===== config.mk =====
export PLATFORM = sky130hd
export DESIGN_NAME = lcrsd_driver
export DESIGN_NICKNAME = d
export VERILOG_FILES = /design/src/design/lcrsd_pkg.sv /design/src/design/lcrsd_driver.sv
export SDC_FILE = /design/constraint.sdc
export NUM_CORES = 1
export LEC_CHECK = 0
export ABC_AREA = 1
export ABC_CLOCK_PERIOD_IN_PS = 3500
export BUFFER_PORTS_ARGS = -buffer_cell sky130_fd_sc_hd__buf_4
export CELL_PAD_IN_SITES_DETAIL_PLACEMENT = 1
export CELL_PAD_IN_SITES_GLOBAL_PLACEMENT = 2
export CORE_AREA = 2 2 243 185
export CTS_CLUSTER_DIAMETER = 200
export CTS_CLUSTER_SIZE = 20
export DETAILED_ROUTE_END_ITERATION = 12
export DIE_AREA = 0 0 245 187
export PLACE_DENSITY_LB_ADDON = 0.1
export SYNTH_ARGS = -nofsm -noshare
export SYNTH_HDL_FRONTEND = slang
export SYNTH_SLANG_ARGS = --single-unit

===== constraint.sdc =====
create_clock -name clock_i -period 3.5 [get_ports clock_i]
set_input_delay 0.525 -clock clock_i [delete_from_list [all_inputs] [get_ports clock_i]]
set_output_delay 0.525 -clock clock_i [all_outputs]
set_load 0.02 [all_outputs]

===== src/design/lcrsd_pkg.sv =====
// Purpose: Constants and types for the LCD common row scan driver
// Assumes: 250 MHz system clock, plain register port
// Notes:   Level codes name the four drive voltages
`default_nettype none
package lcrsd_pkg;

  // ----------------------------------------------------------------
  // Geometry and timing
  // ----------------------------------------------------------------
  localparam int unsigned STAGES        = 80;
  localparam int unsigned FIFO_DEPTH    = 16;
  localparam int unsigned CLK_PERIOD_NS = 4;

  // ----------------------------------------------------------------
  // Register map (byte addresses)
  // ----------------------------------------------------------------
  localparam logic [7:0] ADDR_CTRL   = 8'h00;
  localparam logic [7:0] ADDR_STATUS = 8'h04;
  localparam logic [7:0] ADDR_STAGE0 = 8'h08;
  localparam logic [7:0] ADDR_STAGE1 = 8'h0C;
  localparam logic [7:0] ADDR_STAGE2 = 8'h10;

  // ----------------------------------------------------------------
  // Field positions and reset values
  // ----------------------------------------------------------------
  localparam int unsigned CTRL_HOLD_BIT   = 0;
  localparam int unsigned CTRL_BLANK_BIT  = 1;
  localparam int unsigned STAT_OVF_BIT    = 0;
  localparam int unsigned STAT_LEVEL_LSB  = 4;
  localparam logic [1:0]  CTRL_RESET      = 2'h0;
  localparam logic        OVF_RESET       = 1'b0;

  // ----------------------------------------------------------------
  // Drive level codes for each common output
  // ----------------------------------------------------------------
  typedef enum logic [1:0] {
    select_level_high   = 2'h0,
    unselect_level_high = 2'h1,
    unselect_level_low  = 2'h2,
    select_level_low    = 2'h3
  } lcrsd_level_e;

endpackage
`default_nettype wire


===== src/design/lcrsd_driver.sv =====
// Purpose: Common row scan shift register with four-level selection
// Assumes: All pins synchronous to clock_i, shift clock far slower
// Notes:   Chain bits pass through a small FIFO before the register
`timescale 1ns/100ps
`default_nettype none

// --------------------------------------------------------------------
// Synchronous FIFO
// --------------------------------------------------------------------
module lcrsd_fifo #(
  parameter int unsigned WIDTH = 2,
  parameter int unsigned DEPTH = 16
) (
  // Clock and reset
  input  wire logic                     clock_i,
  input  wire logic                     rst_b_i,
  // Fill side
  input  wire logic                     in_valid_i,
  output logic                          in_ready_o,
  input  wire logic [WIDTH-1:0]         in_data_i,
  // Drain side
  output logic                          out_valid_o,
  input  wire logic                     out_ready_i,
  output logic      [WIDTH-1:0]         out_data_o,
  // Fill level
  output logic      [$clog2(DEPTH):0]   level_o
);
  localparam int unsigned AW = $clog2(DEPTH);
  logic [WIDTH-1:0] mem_q [DEPTH];
  logic [AW:0]      wr_q;
  logic [AW:0]      wr_d;
  logic [AW:0]      rd_q;
  logic [AW:0]      rd_d;
  logic             push;
  logic             pop;
  // Full when pointers differ only in the wrap bit
  assign level_o     = wr_q - rd_q;
  assign in_ready_o  = (level_o != (AW+1)'(DEPTH));
  assign out_valid_o = (wr_q != rd_q);
  assign out_data_o  = mem_q[rd_q[AW-1:0]];
  assign push        = in_valid_i && in_ready_o;
  assign pop         = out_valid_o && out_ready_i;
  // Next pointer values
  always_comb
  begin
    wr_d = push ? wr_q + 1'b1 : wr_q;
    rd_d = pop ? rd_q + 1'b1 : rd_q;
  end
  // Pointer registers
  always_ff @(posedge clock_i or negedge rst_b_i)
  begin
    if (!rst_b_i)
    begin
      wr_q <= '0;
      rd_q <= '0;
    end
    else
    begin
      wr_q <= wr_d;
      rd_q <= rd_d;
    end
  end
  // Storage, no reset needed
  always_ff @(posedge clock_i)
  begin
    if (push)
      mem_q[wr_q[AW-1:0]] <= in_data_i;
  end
endmodule

// --------------------------------------------------------------------
// Row scan driver top
// --------------------------------------------------------------------
module lcrsd_driver #(
  parameter int unsigned               STAGES      = lcrsd_pkg::STAGES,
  parameter int unsigned               FIFO_DEPTH  = lcrsd_pkg::FIFO_DEPTH,
  parameter lcrsd_pkg::lcrsd_level_e   BLANK_LEVEL = lcrsd_pkg::select_level_low
) (
  // Clock and reset
  input  wire logic                  clock_i,
  input  wire logic                  rst_b_i,
  // Scan control from timing controller
  input  wire logic                  line_shift_clock_i,
  input  wire logic                  shift_direction_select_i,
  input  wire logic                  polarity_alternate_i,
  input  wire logic                  display_blank_n_i,
  // Left chain port, two-way
  input  wire logic                  left_chain_port_i,
  output logic                       left_chain_port_o,
  output logic                       left_chain_port_oe_b_o,
  // Right chain port, two-way
  input  wire logic                  right_chain_port_i,
  output logic                       right_chain_port_o,
  output logic                       right_chain_port_oe_b_o,
  // Common drive level codes, two bits per output
  output logic [STAGES-1:0][1:0]     common_drive_outputs_o,
  // Chain input acceptance
  output logic                       scan_ready_o,
  // Register port
  input  wire logic [7:0]            reg_addr_i,
  input  wire logic [31:0]           reg_wdata_i,
  input  wire logic                  reg_write_i,
  input  wire logic                  reg_read_i,
  output logic [31:0]                reg_rdata_o
);
  localparam int unsigned LW = $clog2(FIFO_DEPTH) + 1;

  // ------------------------------------------------------------------
  // Shift clock edge detect
  // ------------------------------------------------------------------
  logic clk_prev_q;
  logic clk_prev_d;
  logic fall;
  always_comb
  begin
    clk_prev_d = line_shift_clock_i;
  end
  always_ff @(posedge clock_i or negedge rst_b_i)
  begin
    if (!rst_b_i)
      clk_prev_q <= 1'b0;
    else
      clk_prev_q <= clk_prev_d;
  end
  assign fall = clk_prev_q && !line_shift_clock_i;

  // ------------------------------------------------------------------
  // Chain input FIFO, entries hold {direction, bit}
  // ------------------------------------------------------------------
  logic          in_bit;
  logic          pop_valid;
  logic          pop_ready;
  logic [1:0]    pop_data;
  logic [LW-1:0] fifo_level;
  logic [1:0]    ctrl_q;
  logic [1:0]    ctrl_d;
  // Entry port follows direction select
  assign in_bit    = shift_direction_select_i ? right_chain_port_i
                                              : left_chain_port_i;
  assign pop_ready = !ctrl_q[lcrsd_pkg::CTRL_HOLD_BIT];
  lcrsd_fifo #(
    .WIDTH (2),
    .DEPTH (FIFO_DEPTH)
  ) u_fifo (
    .clock_i     (clock_i),
    .rst_b_i     (rst_b_i),
    .in_valid_i  (fall),
    .in_ready_o  (scan_ready_o),
    .in_data_i   ({shift_direction_select_i, in_bit}),
    .out_valid_o (pop_valid),
    .out_ready_i (pop_ready),
    .out_data_o  (pop_data),
    .level_o     (fifo_level)
  );
  // ------------------------------------------------------------------
  // Bidirectional shift register
  // ------------------------------------------------------------------
  logic [STAGES-1:0] stage_q;
  logic [STAGES-1:0] stage_d;

  // Low direction moves toward the last stage, high toward the first
  always_comb
  begin
    stage_d = stage_q;
    if (pop_valid && pop_ready)
    begin
      if (!pop_data[1])
        stage_d = {stage_q[STAGES-2:0], pop_data[0]};
      else
        stage_d = {pop_data[0], stage_q[STAGES-1:1]};
    end
  end

  always_ff @(posedge clock_i or negedge rst_b_i)
  begin
    if (!rst_b_i)
      stage_q <= '0;
    else
      stage_q <= stage_d;
  end

  // Outgoing port drives the bit now held in the far stage
  assign right_chain_port_o      = stage_q[STAGES-1];
  assign left_chain_port_o       = stage_q[0];
  assign right_chain_port_oe_b_o = shift_direction_select_i;
  assign left_chain_port_oe_b_o  = !shift_direction_select_i;

  // ------------------------------------------------------------------
  // Drive level selection per output
  // ------------------------------------------------------------------
  logic [STAGES-1:0][1:0] drive_d;
  logic [STAGES-1:0][1:0] drive_q;
  logic                   blank;

  assign blank = !display_blank_n_i || ctrl_q[lcrsd_pkg::CTRL_BLANK_BIT];

  for (genvar g = 0; g < STAGES; g++)
  begin : g_level
    always_comb
    begin
      if (blank)
        drive_d[g] = BLANK_LEVEL;
      else if (!polarity_alternate_i)
        drive_d[g] = stage_q[g] ? lcrsd_pkg::unselect_level_low
                                : lcrsd_pkg::unselect_level_high;
      else
        drive_d[g] = stage_q[g] ? lcrsd_pkg::select_level_high
                                : lcrsd_pkg::unselect_level_low;
    end
  end

  always_ff @(posedge clock_i or negedge rst_b_i)
  begin
    if (!rst_b_i)
      drive_q <= {STAGES{BLANK_LEVEL}};
    else
      drive_q <= drive_d;
  end

  assign common_drive_outputs_o = drive_q;

  // ------------------------------------------------------------------
  // Register port
  // ------------------------------------------------------------------
  logic        ovf_q;
  logic        ovf_d;
  logic [31:0] rdata_q;
  logic [31:0] rdata_d;
  logic [95:0] stage_wide;

  assign stage_wide = 96'(stage_q);

  // Control write, overflow sticky with set beating clear
  always_comb
  begin
    ctrl_d = ctrl_q;
    ovf_d  = ovf_q;
    if (reg_write_i && reg_addr_i == lcrsd_pkg::ADDR_CTRL)
      ctrl_d = reg_wdata_i[1:0];
    if (reg_write_i && reg_addr_i == lcrsd_pkg::ADDR_STATUS
        && reg_wdata_i[lcrsd_pkg::STAT_OVF_BIT])
      ovf_d = 1'b0;
    if (fall && !scan_ready_o)
      ovf_d = 1'b1;
  end

  // Read data, present only in the cycle after the strobe
  always_comb
  begin
    rdata_d = '0;
    if (reg_read_i)
    begin
      unique case (reg_addr_i)
        lcrsd_pkg::ADDR_CTRL:   rdata_d = {30'h0, ctrl_q};
        lcrsd_pkg::ADDR_STATUS: rdata_d = 32'(
          {fifo_level, 3'h0, ovf_q});
        lcrsd_pkg::ADDR_STAGE0: rdata_d = stage_wide[31:0];
        lcrsd_pkg::ADDR_STAGE1: rdata_d = stage_wide[63:32];
        lcrsd_pkg::ADDR_STAGE2: rdata_d = stage_wide[95:64];
        default:                rdata_d = '0;
      endcase
    end
  end

  always_ff @(posedge clock_i or negedge rst_b_i)
  begin
    if (!rst_b_i)
    begin
      ctrl_q  <= lcrsd_pkg::CTRL_RESET;
      ovf_q   <= lcrsd_pkg::OVF_RESET;
      rdata_q <= '0;
    end
    else
    begin
      ctrl_q  <= ctrl_d;
      ovf_q   <= ovf_d;
      rdata_q <= rdata_d;
    end
  end

  assign reg_rdata_o = rdata_q;
endmodule

`default_nettype wire


==> impl_metrics.py, run 1 <==
metrics = {
    "logic_synthesis": {
        "yosys_top_cell_by_area": "sky130_fd_sc_hd__dfstp_2",
        "synth_xor_area_share_pct": 0.708,
        "synth_seq_cells": 318,
        "postSynth.topFlopCell": "sky130_fd_sc_hd__dfstp_2",
        "synthesis.nets": 1767,
        "postSynthAreaPerCell_um2": 9.01,
        "post_synth_num_cell_types": 38,
        "synth.mux.area_fraction_pct": 0.154,
        "yosys.area_share.adder_pct": 7.73,
        "synth_simple_gate_area_share_pct": 21.7,
        "syn_warnings": 0,
        "synth_area_leaders": "sky130_fd_sc_hd__dfstp_2 (29%), sky130_fd_sc_hd__dfrtp_1 (22%), sky130_fd_sc_hd__nand2_1 (13%)",
        "post_synth_instance_area_um2": 14700,
        "fraction_of_the_yosys_area_taken_by_sequential_cells_pct": 56.7,
        "netlist_instances": 1627,
        "synth-async-reset-ratio_pct": 89.9,
        "post-synth-top-count-cell": "sky130_fd_sc_hd__nand2_1",
        "number_of_enable_flip_flop_cells_after_synthesis": 32,
        "synthDominantCellAreaShare_pct": 28.7,
        "netlist_top_cells_count": "sky130_fd_sc_hd__nand2_1 (517), sky130_fd_sc_hd__inv_1 (306), sky130_fd_sc_hd__nand3_1 (187)",
        "synth_compound_area_share_pct": 2.19,
        "dominant_combinational_cell_family_by_area_after_synthesis": "simple AND/OR/NAND/NOR gates",
    },
    "placement": {
        "place_hpwl_mm": 29.2,
        "place.port_buffers": 216,
        "dp_slack_ns": 0.722,
        "global_placer_s_final_weighted_congestion": 0.753,
    },
    "cells_and_area": {
        "num_antenna_cells": 0,
        "fill_cells": 5126,
        "number_of_nets_in_the_final_layout": 1952,
        "layout-drive-gt1-share_pct": 23.9,
        "syn_to_final_growth_pct": 18.8,
        "multi_input_area_um2": 4790,
        "register_area_um2": 8320,
    },
    "flow_run": {
        "max-cap-violations": 0,
    },
    "setup_path": {
        "r2r_end": "u_fifo.mem_q[14][1]$_DFFE_PP_",
        "critical_path.startpoint_type": "register",
        "rr_startpoint": "u_fifo.wr_q[0]$_DFFE_PN0P_",
        "timing_worst_setup_path_type": "register to output port",
        "timing.critical_path.to_type": "output port",
        "timing.critical_path.required_ns": 2.97,
        "arrival_ns": 2.74,
        "worstRegToRegCells": 8,
        "critPathMaxFanout": 6,
        "worst_setup_path_startpoint": "u_fifo.wr_q[0]$_DFFE_PN0P_",
        "r2r_slack_ns": 0.70,
    },
    "power": {
        "vdd.ir_drop.worst_mv": 0.592,
        "leakage_nw": 8.94,
        "cellPowerDensity_nw_per_um2": 881,
    },
    "floorplanning": {
        "placeableCoreArea_um2": 43800,
        "ports": 247,
        "start_util_pct": 33.4,
        "die_w_um": 245,
        "fp-row-count": 67,
        "die-area_um2": 45800,
        "die-height_um": 187,
    },
    "timing": {
        "final-max-slew-violation-count": 0,
        "hold_violations": 0,
        "rsz0062_at_grt": "no",
        "tns_ns": 0,
        "worst_slack_ns": 0.231,
        "timing.final.crit_period_ns": 3.27,
        "fin_skew_ns": 0.0255,
        "max_slew_margin_pct": 31.2,
        "post_route_hold_slack_ns": 0.115,
        "final_min_period_over_clock_period_pct": 93.4,
        "timing_worst_slew_pin_value_ns": 1.03,
        "final-setup-viol-count": 0,
        "maximum_clock_rate_ghz": 0.306,
    },
    "routing": {
        "antenna_violating_nets_post_route": 0,
        "routed_wire_length_per_instance_um": 17.8,
        "drt_iter0_markers": 552,
        "finalWirelength_mm": 42.9,
        "avgViaCountPerCell": 4.56,
        "post-route-drc-count": 0,
        "vias": 10979,
        "drt-pass1-iter-count": 5,
    },
    "hold_path": {
        "worst_hold_path_type": "primary input to register",
        "worst_hold_path.num_cells": 1,
        "holdPathEnd": "clk_prev_q$_DFF_PN0_",
        "worstHoldStart": "line_shift_clock_i",
    },
    "clock_network": {
        "tritoncts_sinks": 318,
        "numCtsBuffers": 19,
        "tritoncts": "built",
        "worstSkewPairLatency_ns": 0.54,
        "clk_root_buffer_cell": "sky130_fd_sc_hd__clkbuf_16",
        "clk_slew_on_worst_s_h_paths_ns": 0.09,
        "cts_htree_levels": 1,
        "cts-root-to-sink-buffers": 3,
    },
    "global_routing": {
        "antenna_found_initial": 0,
        "grt_first_pass_wirelength_mm": 68.4,
        "first_global_vias": 11427,
        "grt_max_degree": 97,
        "overflow": 0,
        "grtUsageTotal_pct": 19.0,
    },
    "outcome": {
        "result_of_the_run": "complete, no violations",
    },
}
## flip-flops by register name (all words and copies together) (netlist names)
register	count
common_drive_outputs_o	160
stage_q	80
reg_rdata_o	32
u_fifo.mem_q	32
u_fifo.rd_q	5
u_fifo.wr_q	5
ctrl_q	2
clk_prev_q	1
ovf_q	1
## how the worst max path moves through the flow
stage / end / slack [ns] / depth (start not counted)
after floorplan: common_drive_outputs_o[117]$_DFF_PN1_ / 0.93 / 4
after CTS: scan_ready_o / 0.16 / 8
after global placement: scan_ready_o / 0.78 / 8
final: scan_ready_o / 0.23 / 8
after detailed placement: u_fifo.mem_q[14][0]$_DFFE_PP_ / 0.72 / 9
after global routing: scan_ready_o / 0.06 / 8
## cell families (layout without fill, tap and decap cells)
family / count (synthesis) / after routing
DFF: 318 / 318
buffers and inverters: 386 / 583
AOI/OAI and AO/OA: 53 / 53
xor gates and xnor gates: 11 / 11
muxes: 2 / 2
adders and majority gates: 90 / 90
and+or+nand+nor: 767 / 767
## per-stage QoR
step	util [%]	power, mW	cells	area [µm²]
after floorplan	-	10.7	1627	14700
after detailed placement	38.5	13.2	2376	16900
final	39.7	15.3	2410	17400
after global routing	39.7	16.8	2410	17400
after CTS	39.7	15.6	2410	17400
after global placement	38.5	13.0	2376	16900
## report_power, final
group / leakage, nW / total (mW) / internal, mW / switching, mW
sequential: 3.48 / 5.72 / 5.10 / 0.625
combinational: 5.20 / 7.30 / 2.43 / 4.88
clock: 0.257 / 2.32 / 1.05 / 1.27
total: 8.94 / 15.3 / 8.58 / 6.77
## final cells by class
| cell class | count | share of cell area [%] |
|---|---|---|
| Sequential cell | 318 | 47.8 |
| Timing Repair Buffer | 239 | 10.7 |
| Multi-Input combinational cell | 923 | 27.5 |
| Clock buffer | 33 | 3.09 |
| Inverter | 311 | 6.72 |
| Tap cell | 586 | 4.21 |
## layout by cell type (no fill, tap or decap), types with 2 or more instances in the layout
master / n
sky130_fd_sc_hd__inv_2: 3
sky130_fd_sc_hd__a21oi_1: 16
sky130_fd_sc_hd__nand3_1: 187
sky130_fd_sc_hd__clkbuf_16: 19
sky130_fd_sc_hd__o22ai_1: 12
sky130_fd_sc_hd__nor2_1: 38
sky130_fd_sc_hd__dfstp_2: 160
sky130_fd_sc_hd__a22oi_1: 8
sky130_fd_sc_hd__clkbuf_1: 13
sky130_fd_sc_hd__nand2_1: 517
sky130_fd_sc_hd__nand2_4: 2
sky130_fd_sc_hd__xnor2_1: 6
sky130_fd_sc_hd__edfxtp_1: 32
sky130_fd_sc_hd__buf_12: 5
sky130_fd_sc_hd__nand3_4: 2
sky130_fd_sc_hd__nor3_1: 16
sky130_fd_sc_hd__o21ai_1: 2
sky130_fd_sc_hd__o221ai_1: 3
sky130_fd_sc_hd__mux2_2: 2
sky130_fd_sc_hd__buf_4: 232
sky130_fd_sc_hd__ha_1: 89
sky130_fd_sc_hd__xor2_1: 4
sky130_fd_sc_hd__inv_1: 305
sky130_fd_sc_hd__dfrtp_1: 125
sky130_fd_sc_hd__o21ai_0: 7
## timing repair
item                                    in CTS  in global routing
hold buffers                                 1                  0
gates resized for setup                      0                  2
endpoints found under the hold margin        2                  0
setup buffers                                0                  0
endpoints found under the setup margin       0                  1
## worst max-delay path, stage by stage, from the launching register on
cell                      delay (ns)
sky130_fd_sc_hd__dfrtp_1        0.42
sky130_fd_sc_hd__inv_1          0.14
sky130_fd_sc_hd__ha_1           0.24
sky130_fd_sc_hd__fa_1           0.48
sky130_fd_sc_hd__o21ai_1        0.16
sky130_fd_sc_hd__nand2_1        0.10
sky130_fd_sc_hd__xnor2_2        0.25
sky130_fd_sc_hd__nand3_4        0.19
sky130_fd_sc_hd__buf_4          0.23
## metal layers
layer / vias to the layer above / routed length [µm] / global-route usage (%)
li1: 5316 / - / -
met1: 5460 / 21400 / 28.8
met2: 177 / 19000 / 29.0
met3: 26 / 1990 / 3.31
met4: 0 / 575 / 2.77
met5: - / 0 / 0
Note: power is estimated with default switching activity, not from simulation.
==> run 2: changes to the inputs <==
- CORE_AREA: 2 2 243 185 -> 2 2 238 181
- DIE_AREA: 0 0 245 187 -> 0 0 240 183
- SYNTH_HIERARCHICAL: unset -> 1
==> impl_metrics.py, run 2 <==
metrics = {
    "outcome": {
        "result_of_the_run": "complete, no violations",
    },
    "setup_path": {
        "critPathMaxFanout": 11,
        "buf_inv_on_cp": 2,
        "r2r_end": "stage_q[77]$_DFFE_PN0P_",
        "timing.critical_path.to_type": "output port",
        "cp_slowest_cell": "sky130_fd_sc_hd__dfrtp_1",
        "cp_num_cells": 7,
        "timing.critical_path.required_ns": 2.97,
        "worstRegToRegCells": 11,
        "cp_slowest_stage_delay_ns": 0.58,
        "rr_startpoint": "u_fifo/rd_q[0]$_DFFE_PN0P_",
        "r2r_slack_ns": 0.72,
        "ordered_cell_list_for_the_critical_path": "ha_1 > inv_1 > fa_1 > or2_0 > nor2_1 > nand3_4 > buf_4",
        "timing_worst_setup_path_type": "register to output port",
        "critical_path.startpoint_type": "register",
        "cell_family_with_most_cp_delay": "adder cells",
        "worst_setup_path_startpoint": "u_fifo/rd_q[0]$_DFFE_PN0P_",
        "capture_point_of_the_critical_path": "scan_ready_o",
        "arrival_ns": 2.69,
    },
    "clock_network": {
        "numCtsBuffers": 19,
        "post_cts_repair_timing_setup_buffer_count": 0,
        "clk_root_buffer_cell": "sky130_fd_sc_hd__clkbuf_16",
        "worstSkewPairLatency_ns": 0.55,
        "cts-root-to-sink-buffers": 3,
        "tritoncts": "built",
        "cts_htree_levels": 1,
        "clk_slew_on_worst_s_h_paths_ns": 0.09,
        "tritoncts_sinks": 318,
    },
    "placement": {
        "dpl_cell_area_um2": 16600,
        "global_placer_s_final_weighted_congestion": 0.789,
        "place.port_buffers": 216,
        "place_hpwl_mm": 27.8,
    },
    "logic_synthesis": {
        "post_synth_num_cell_types": 32,
        "number_of_enable_flip_flop_cells_after_synthesis": 32,
        "netlist_top_cells_count": "sky130_fd_sc_hd__nand2_1 (328), sky130_fd_sc_hd__inv_1 (283), sky130_fd_sc_hd__dfstp_2 (160)",
        "yosys.area_share.adder_pct": 7.85,
        "fraction_of_the_yosys_area_taken_by_sequential_cells_pct": 57.6,
        "synth-async-reset-ratio_pct": 89.9,
        "synthDominantCellAreaShare_pct": 29.1,
        "yosys_top_cell_by_area": "sky130_fd_sc_hd__dfstp_2",
        "synth_xor_area_share_pct": 0.364,
        "post-synth-top-count-cell": "sky130_fd_sc_hd__nand2_1",
        "synth_area_leaders": "sky130_fd_sc_hd__dfstp_2 (29%), sky130_fd_sc_hd__dfrtp_1 (22%), sky130_fd_sc_hd__nand2_1 (8.5%)",
        "synth_simple_gate_area_share_pct": 14.6,
        "synth_seq_cells": 318,
        "synth_compound_area_share_pct": 9.16,
        "postSynthAreaPerCell_um2": 9.61,
        "synth.mux.area_fraction_pct": 0,
        "syn_warnings": 6,
        "synthesis.nets": 1643,
        "dominant_combinational_cell_family_by_area_after_synthesis": "simple AND/OR/NAND/NOR gates",
        "netlist_instances": 1503,
        "post_synth_instance_area_um2": 14400,
        "postSynth.topFlopCell": "sky130_fd_sc_hd__dfstp_2",
    },
    "cells_and_area": {
        "number_of_nets_in_the_final_layout": 1823,
        "final_area_um2": 17200,
        "max_ffs_per_register": 160,
        "final_common_cell": "sky130_fd_sc_hd__nand2_1",
        "fill_cells": 4780,
        "syn_to_final_growth_pct": 18.8,
        "mostFrequentLayoutCells": "sky130_fd_sc_hd__nand2_1 (327), sky130_fd_sc_hd__inv_1 (282), sky130_fd_sc_hd__buf_4 (224)",
        "layout-drive-gt1-share_pct": 26.0,
    },
    "timing": {
        "final_min_period_over_clock_period_pct": 91.8,
        "hold_violations": 0,
        "tns_ns": 0,
        "final-max-slew-violation-count": 0,
        "fin_skew_ns": 0.0247,
        "maximum_clock_rate_ghz": 0.311,
        "timing.final.crit_period_ns": 3.21,
        "rsz0062_at_grt": "no",
        "timing_worst_slew_pin_value_ns": 1.09,
        "max_slew_margin_pct": 27.5,
        "final-setup-viol-count": 0,
    },
    "global_routing": {
        "antenna_found_initial": 2,
        "grtUsageTotal_pct": 18.0,
        "first_global_vias": 10807,
        "grt_first_pass_wirelength_mm": 61.5,
        "overflow": 0,
        "grt_max_degree": 161,
    },
    "floorplanning": {
        "start_util_pct": 34.7,
        "die_w_um": 240,
        "die-area_um2": 43900,
        "placeableCoreArea_um2": 41600,
        "fp-row-count": 65,
        "die-height_um": 183,
        "ports": 247,
    },
    "routing": {
        "drt_iter0_markers": 620,
        "avgViaCountPerCell": 4.58,
        "finalWirelength_mm": 39.1,
        "post-route-drc-count": 0,
        "vias": 10394,
        "drt-pass1-iter-count": 5,
        "routed_wire_length_per_instance_um": 17.3,
        "antenna_violating_nets_post_route": 0,
    },
    "hold_path": {
        "worst_hold_path_type": "primary input to register",
    },
    "power": {
        "vdd.ir_drop.worst_mv": 0.319,
        "leakage_nw": 8.38,
        "cellPowerDensity_nw_per_um2": 846,
    },
    "flow_run": {
        "max-cap-violations": 0,
    },
}
[run 2: cell types whose count changed after synthesis, sizes merged, moves of 3 or more]
cell    before  now
inv        310  287
nor2        39   79
xnor2        7    0
o21ai       10  114
nand3      190   92
o22ai       12    4
nor3        17    0
o221ai       3    0
o211ai       1   83
nand2      519  333
clkbuf      25   22
buf         50   53
a22oi        8    0
[run 2: cell type report]
| class | count | area [µm²] | share of cell area, % |
|---|---|---|---|
| antenna | 2 | 5.00 | 0.0292 |
| clock buffer | 33 | 538 | 3.13 |
| clock inverter | 1 | 8.76 | 0.0510 |
| inverter | 287 | 1080 | 6.28 |
| multi-input combinational | 823 | 4640 | 27.0 |
| sequential | 318 | 8320 | 48.5 |
| tap | 569 | 712 | 4.15 |
| timing repair buffer | 234 | 1870 | 10.9 |
[run 2: what timing repair did]
| item | 4_1_cts | 5_1_grt |
|---|---|---|
| hold buffers | 1 | 0 |
| hold endpoints to repair | 40 | 0 |
| resized for setup | 0 | 0 |
| endpoints found under the setup margin | 0 | 0 |
[run 2: worst min-delay path by stage]
| stage | to | slack [ns] | depth (start not counted) | from |
|---|---|---|---|---|
| finish | clk_prev_q$_DFF_PN0_ | 0.11 | 1 | line_shift_clock_i |
| global route | clk_prev_q$_DFF_PN0_ | 0.09 | 1 | line_shift_clock_i |
| floorplan | clk_prev_q$_DFF_PN0_ | 0.23 | 0 | rst_b_i |
| global placement | u_fifo/rd_q[3]$_DFFE_PN0P_ | 0.49 | 2 | u_fifo/rd_q[3]$_DFFE_PN0P_ |
| detailed placement | ovf_q$_DFFE_PN0P_ | 0.49 | 2 | ovf_q$_DFFE_PN0P_ |
| CTS | clk_prev_q$_DFF_PN0_ | 0.07 | 1 | line_shift_clock_i |
[run 2: power by group]
part | switching [mW] | leakage [nW] | internal (mW) | total [mW]
combinational | 4.12 | 4.64 | 2.32 | 6.43
sequential | 0.655 | 3.47 | 5.10 | 5.75
clock | 1.27 | 0.261 | 1.06 | 2.33
[run 2: layer usage]
layer,track usage [%],vias to the layer above,routed length (µm)
met5,0,-,0
met4,2.83,0,548
met3,3.21,32,1550
met2,29.3,140,18100
met1,25.4,5149,18900
li1,-,5073,-
[run 2: metrics by stage]
stage	hold WS (ns)	std cells	total power, mW	worst slack (ns)	utilization (%)
2_1_floorplan	0.229	1503	10.1	0.932	-
3_3_place_gp	0.490	2230	12.1	0.831	39.9
3_5_place_dp	0.491	2230	12.4	0.721	39.9
4_1_cts	0.0726	2265	14.8	0.241	41.2
5_1_grt	0.0904	2265	15.8	0.106	41.2
6_report	0.111	2267	14.5	0.286	41.2
[run 2: kinds of logic (layout without fill, tap and decap cells)]
| group | after synthesis | count (layout) |
|---|---|---|
| buffers and inverters | 362 | 555 |
| flip-flops | 318 | 318 |
| other | 0 | 2 |
| XOR/XNOR | 6 | 6 |
| adder cells (fa/ha/maj) | 90 | 90 |
| AO/OA/AOI/OAI | 220 | 220 |
| AND/OR/NAND/NOR | 507 | 507 |
==> run 3: changes to the inputs <==
- BUFFER_PORTS_ARGS: -buffer_cell sky130_fd_sc_hd__buf_4 -> -buffer_cell sky130_fd_sc_hd__buf_2
==> impl_metrics.py, run 3 (synthesized netlist as in run 2, its figures left out) <==
metrics = {
    "clock_network": {
        "worstSkewPairLatency_ns": 0.55,
        "numCtsBuffers": 19,
        "hold_buffers": 0,
        "cts_htree_levels": 1,
        "post_cts_repair_timing_setup_buffer_count": 0,
        "tritoncts": "built",
        "cts-resized-gates": 0,
        "cts-root-to-sink-buffers": 3,
        "clk_root_buffer_cell": "sky130_fd_sc_hd__clkbuf_16",
        "tritoncts_sinks": 318,
        "clk_slew_on_worst_s_h_paths_ns": 0.10,
    },
    "routing": {
        "post-route-drc-count": 0,
        "drt-pass1-iter-count": 5,
        "antenna_violating_nets_post_route": 0,
        "finalWirelength_mm": 39.5,
        "drt_iter0_markers": 584,
        "routed_wire_length_per_instance_um": 17.4,
        "avgViaCountPerCell": 4.63,
        "vias": 10525,
    },
    "timing": {
        "final_min_period_over_clock_period_pct": 91.7,
        "hold_violations": 0,
        "final-max-slew-violation-count": 0,
        "timing.final.crit_period_ns": 3.21,
        "post_route_hold_slack_ns": 0.0561,
        "tns_ns": 0,
        "maximum_clock_rate_ghz": 0.312,
        "final-setup-viol-count": 0,
        "timing_worst_slew_pin_value_ns": 0.903,
        "rsz0062_at_grt": "no",
        "worst_slack_ns": 0.291,
        "fin_skew_ns": 0.0203,
        "max_slew_margin_pct": 39.8,
    },
    "placement": {
        "place.port_buffers": 216,
        "dpl.cell_count": 2234,
        "global_placer_s_final_weighted_congestion": 0.795,
        "dpl_cell_area_um2": 16100,
        "place_hpwl_mm": 28.1,
        "dp_slack_ns": 0.671,
    },
    "global_routing": {
        "overflow": 0,
        "antenna_found_initial": 4,
        "grt_first_pass_wirelength_mm": 62.0,
        "grtUsageTotal_pct": 18.1,
        "first_global_vias": 10677,
        "grt_max_degree": 161,
    },
    "floorplanning": {
        "ports": 247,
        "die-height_um": 183,
        "die-area_um2": 43900,
        "die_w_um": 240,
        "start_util_pct": 34.7,
        "fp-row-count": 65,
        "placeableCoreArea_um2": 41600,
    },
    "cells_and_area": {
        "number_of_nets_in_the_final_layout": 1826,
        "max_ffs_per_register": 160,
        "layout-drive-gt1-share_pct": 26.2,
        "final_common_cell": "sky130_fd_sc_hd__nand2_1",
        "fill_cells": 4889,
        "final_area_um2": 16600,
        "register_area_um2": 8320,
        "finish.utilization_pct": 40.0,
        "mostFrequentLayoutCells": "sky130_fd_sc_hd__nand2_1 (327), sky130_fd_sc_hd__inv_1 (282), sky130_fd_sc_hd__buf_2 (215)",
        "multi_input_area_um2": 4640,
        "final-instance-count-excl-fill": 2271,
        "syn_to_final_growth_pct": 15.2,
    },
    "hold_path": {
        "worst_hold_path_type": "primary input to asynchronous set/reset pin",
    },
    "setup_path": {
        "arrival_ns": 2.68,
        "timing.critical_path.required_ns": 2.97,
        "worstRegToRegCells": 12,
        "timing.critical_path.to_type": "output port",
        "critPathMaxFanout": 12,
        "timing_worst_setup_path_type": "register to output port",
        "critical_path.startpoint_type": "register",
    },
    "power": {
        "power.total_mw": 14.3,
        "vdd.ir_drop.worst_mv": 0.376,
        "cellPowerDensity_nw_per_um2": 860,
        "leakage_nw": 8.17,
    },
    "flow_run": {
        "max-cap-violations": 0,
    },
    "outcome": {
        "result_of_the_run": "complete, no violations",
    },
}
-- run 3: changes by cell type in the layout (fill, tap and decap cells not counted), sizes merged --
cell	previous run	this run
buf	233	237
diode	2	3
dlygate4sd3	1	0
-- run 3: critical path: stages (launching register included) --
cell,delay [ns]
sky130_fd_sc_hd__dfrtp_1,0.60
sky130_fd_sc_hd__ha_1,0.22
sky130_fd_sc_hd__inv_1,0.06
sky130_fd_sc_hd__fa_1,0.45
sky130_fd_sc_hd__or2_0,0.23
sky130_fd_sc_hd__nor2_1,0.18
sky130_fd_sc_hd__nand3_4,0.18
sky130_fd_sc_hd__buf_2,0.21
-- run 3: final cells by class --
type,instances,area share [%]
well taps,569,4.28
diodes,3,0.0451
clock buffers,33,3.23
inverters,287,6.48
multi-input cells,823,27.9
flip-flops and latches,318,50.0
repair buffers,237,8.03
clock inverters,1,0.0526
-- run 3: power breakdown --
part,leakage [nW],total [mW],internal [mW],switching [mW]
Combinational,4.44,6.21,2.09,4.12
Sequential,3.47,5.73,5.09,0.638
Clock,0.261,2.36,1.06,1.30
Total,8.17,14.3,8.25,6.06
-- run 3: path summary, 6_finish.rpt --
path	to	slack, ns	startpoint
max reg2reg	stage_q[23]$_DFFE_PN0P_	0.67	u_fifo/rd_q[0]$_DFFE_PN0P_
min reg2reg	u_fifo/wr_q[4]$_DFFE_PN0P_	0.52	u_fifo/wr_q[4]$_DFFE_PN0P_
max in group asynchronous	common_drive_outputs_o[107]$_DFF_PN1_	2.57	rst_b_i
max	scan_ready_o	0.29	u_fifo/rd_q[0]$_DFFE_PN0P_
min	stage_q[29]$_DFFE_PN0P_	0.06	rst_b_i
min in group clock_i	clk_prev_q$_DFF_PN0_	0.12	line_shift_clock_i
-- run 3: routing by layer --
metal	vias to the layer above	global-route usage, %	part of all wire (%)
met5	-	0	0.018
met4	2	4.05	2.0
met3	40	3.30	4.4
li1	5089	-	-
met1	5226	25.8	48
met2	168	28.8	46
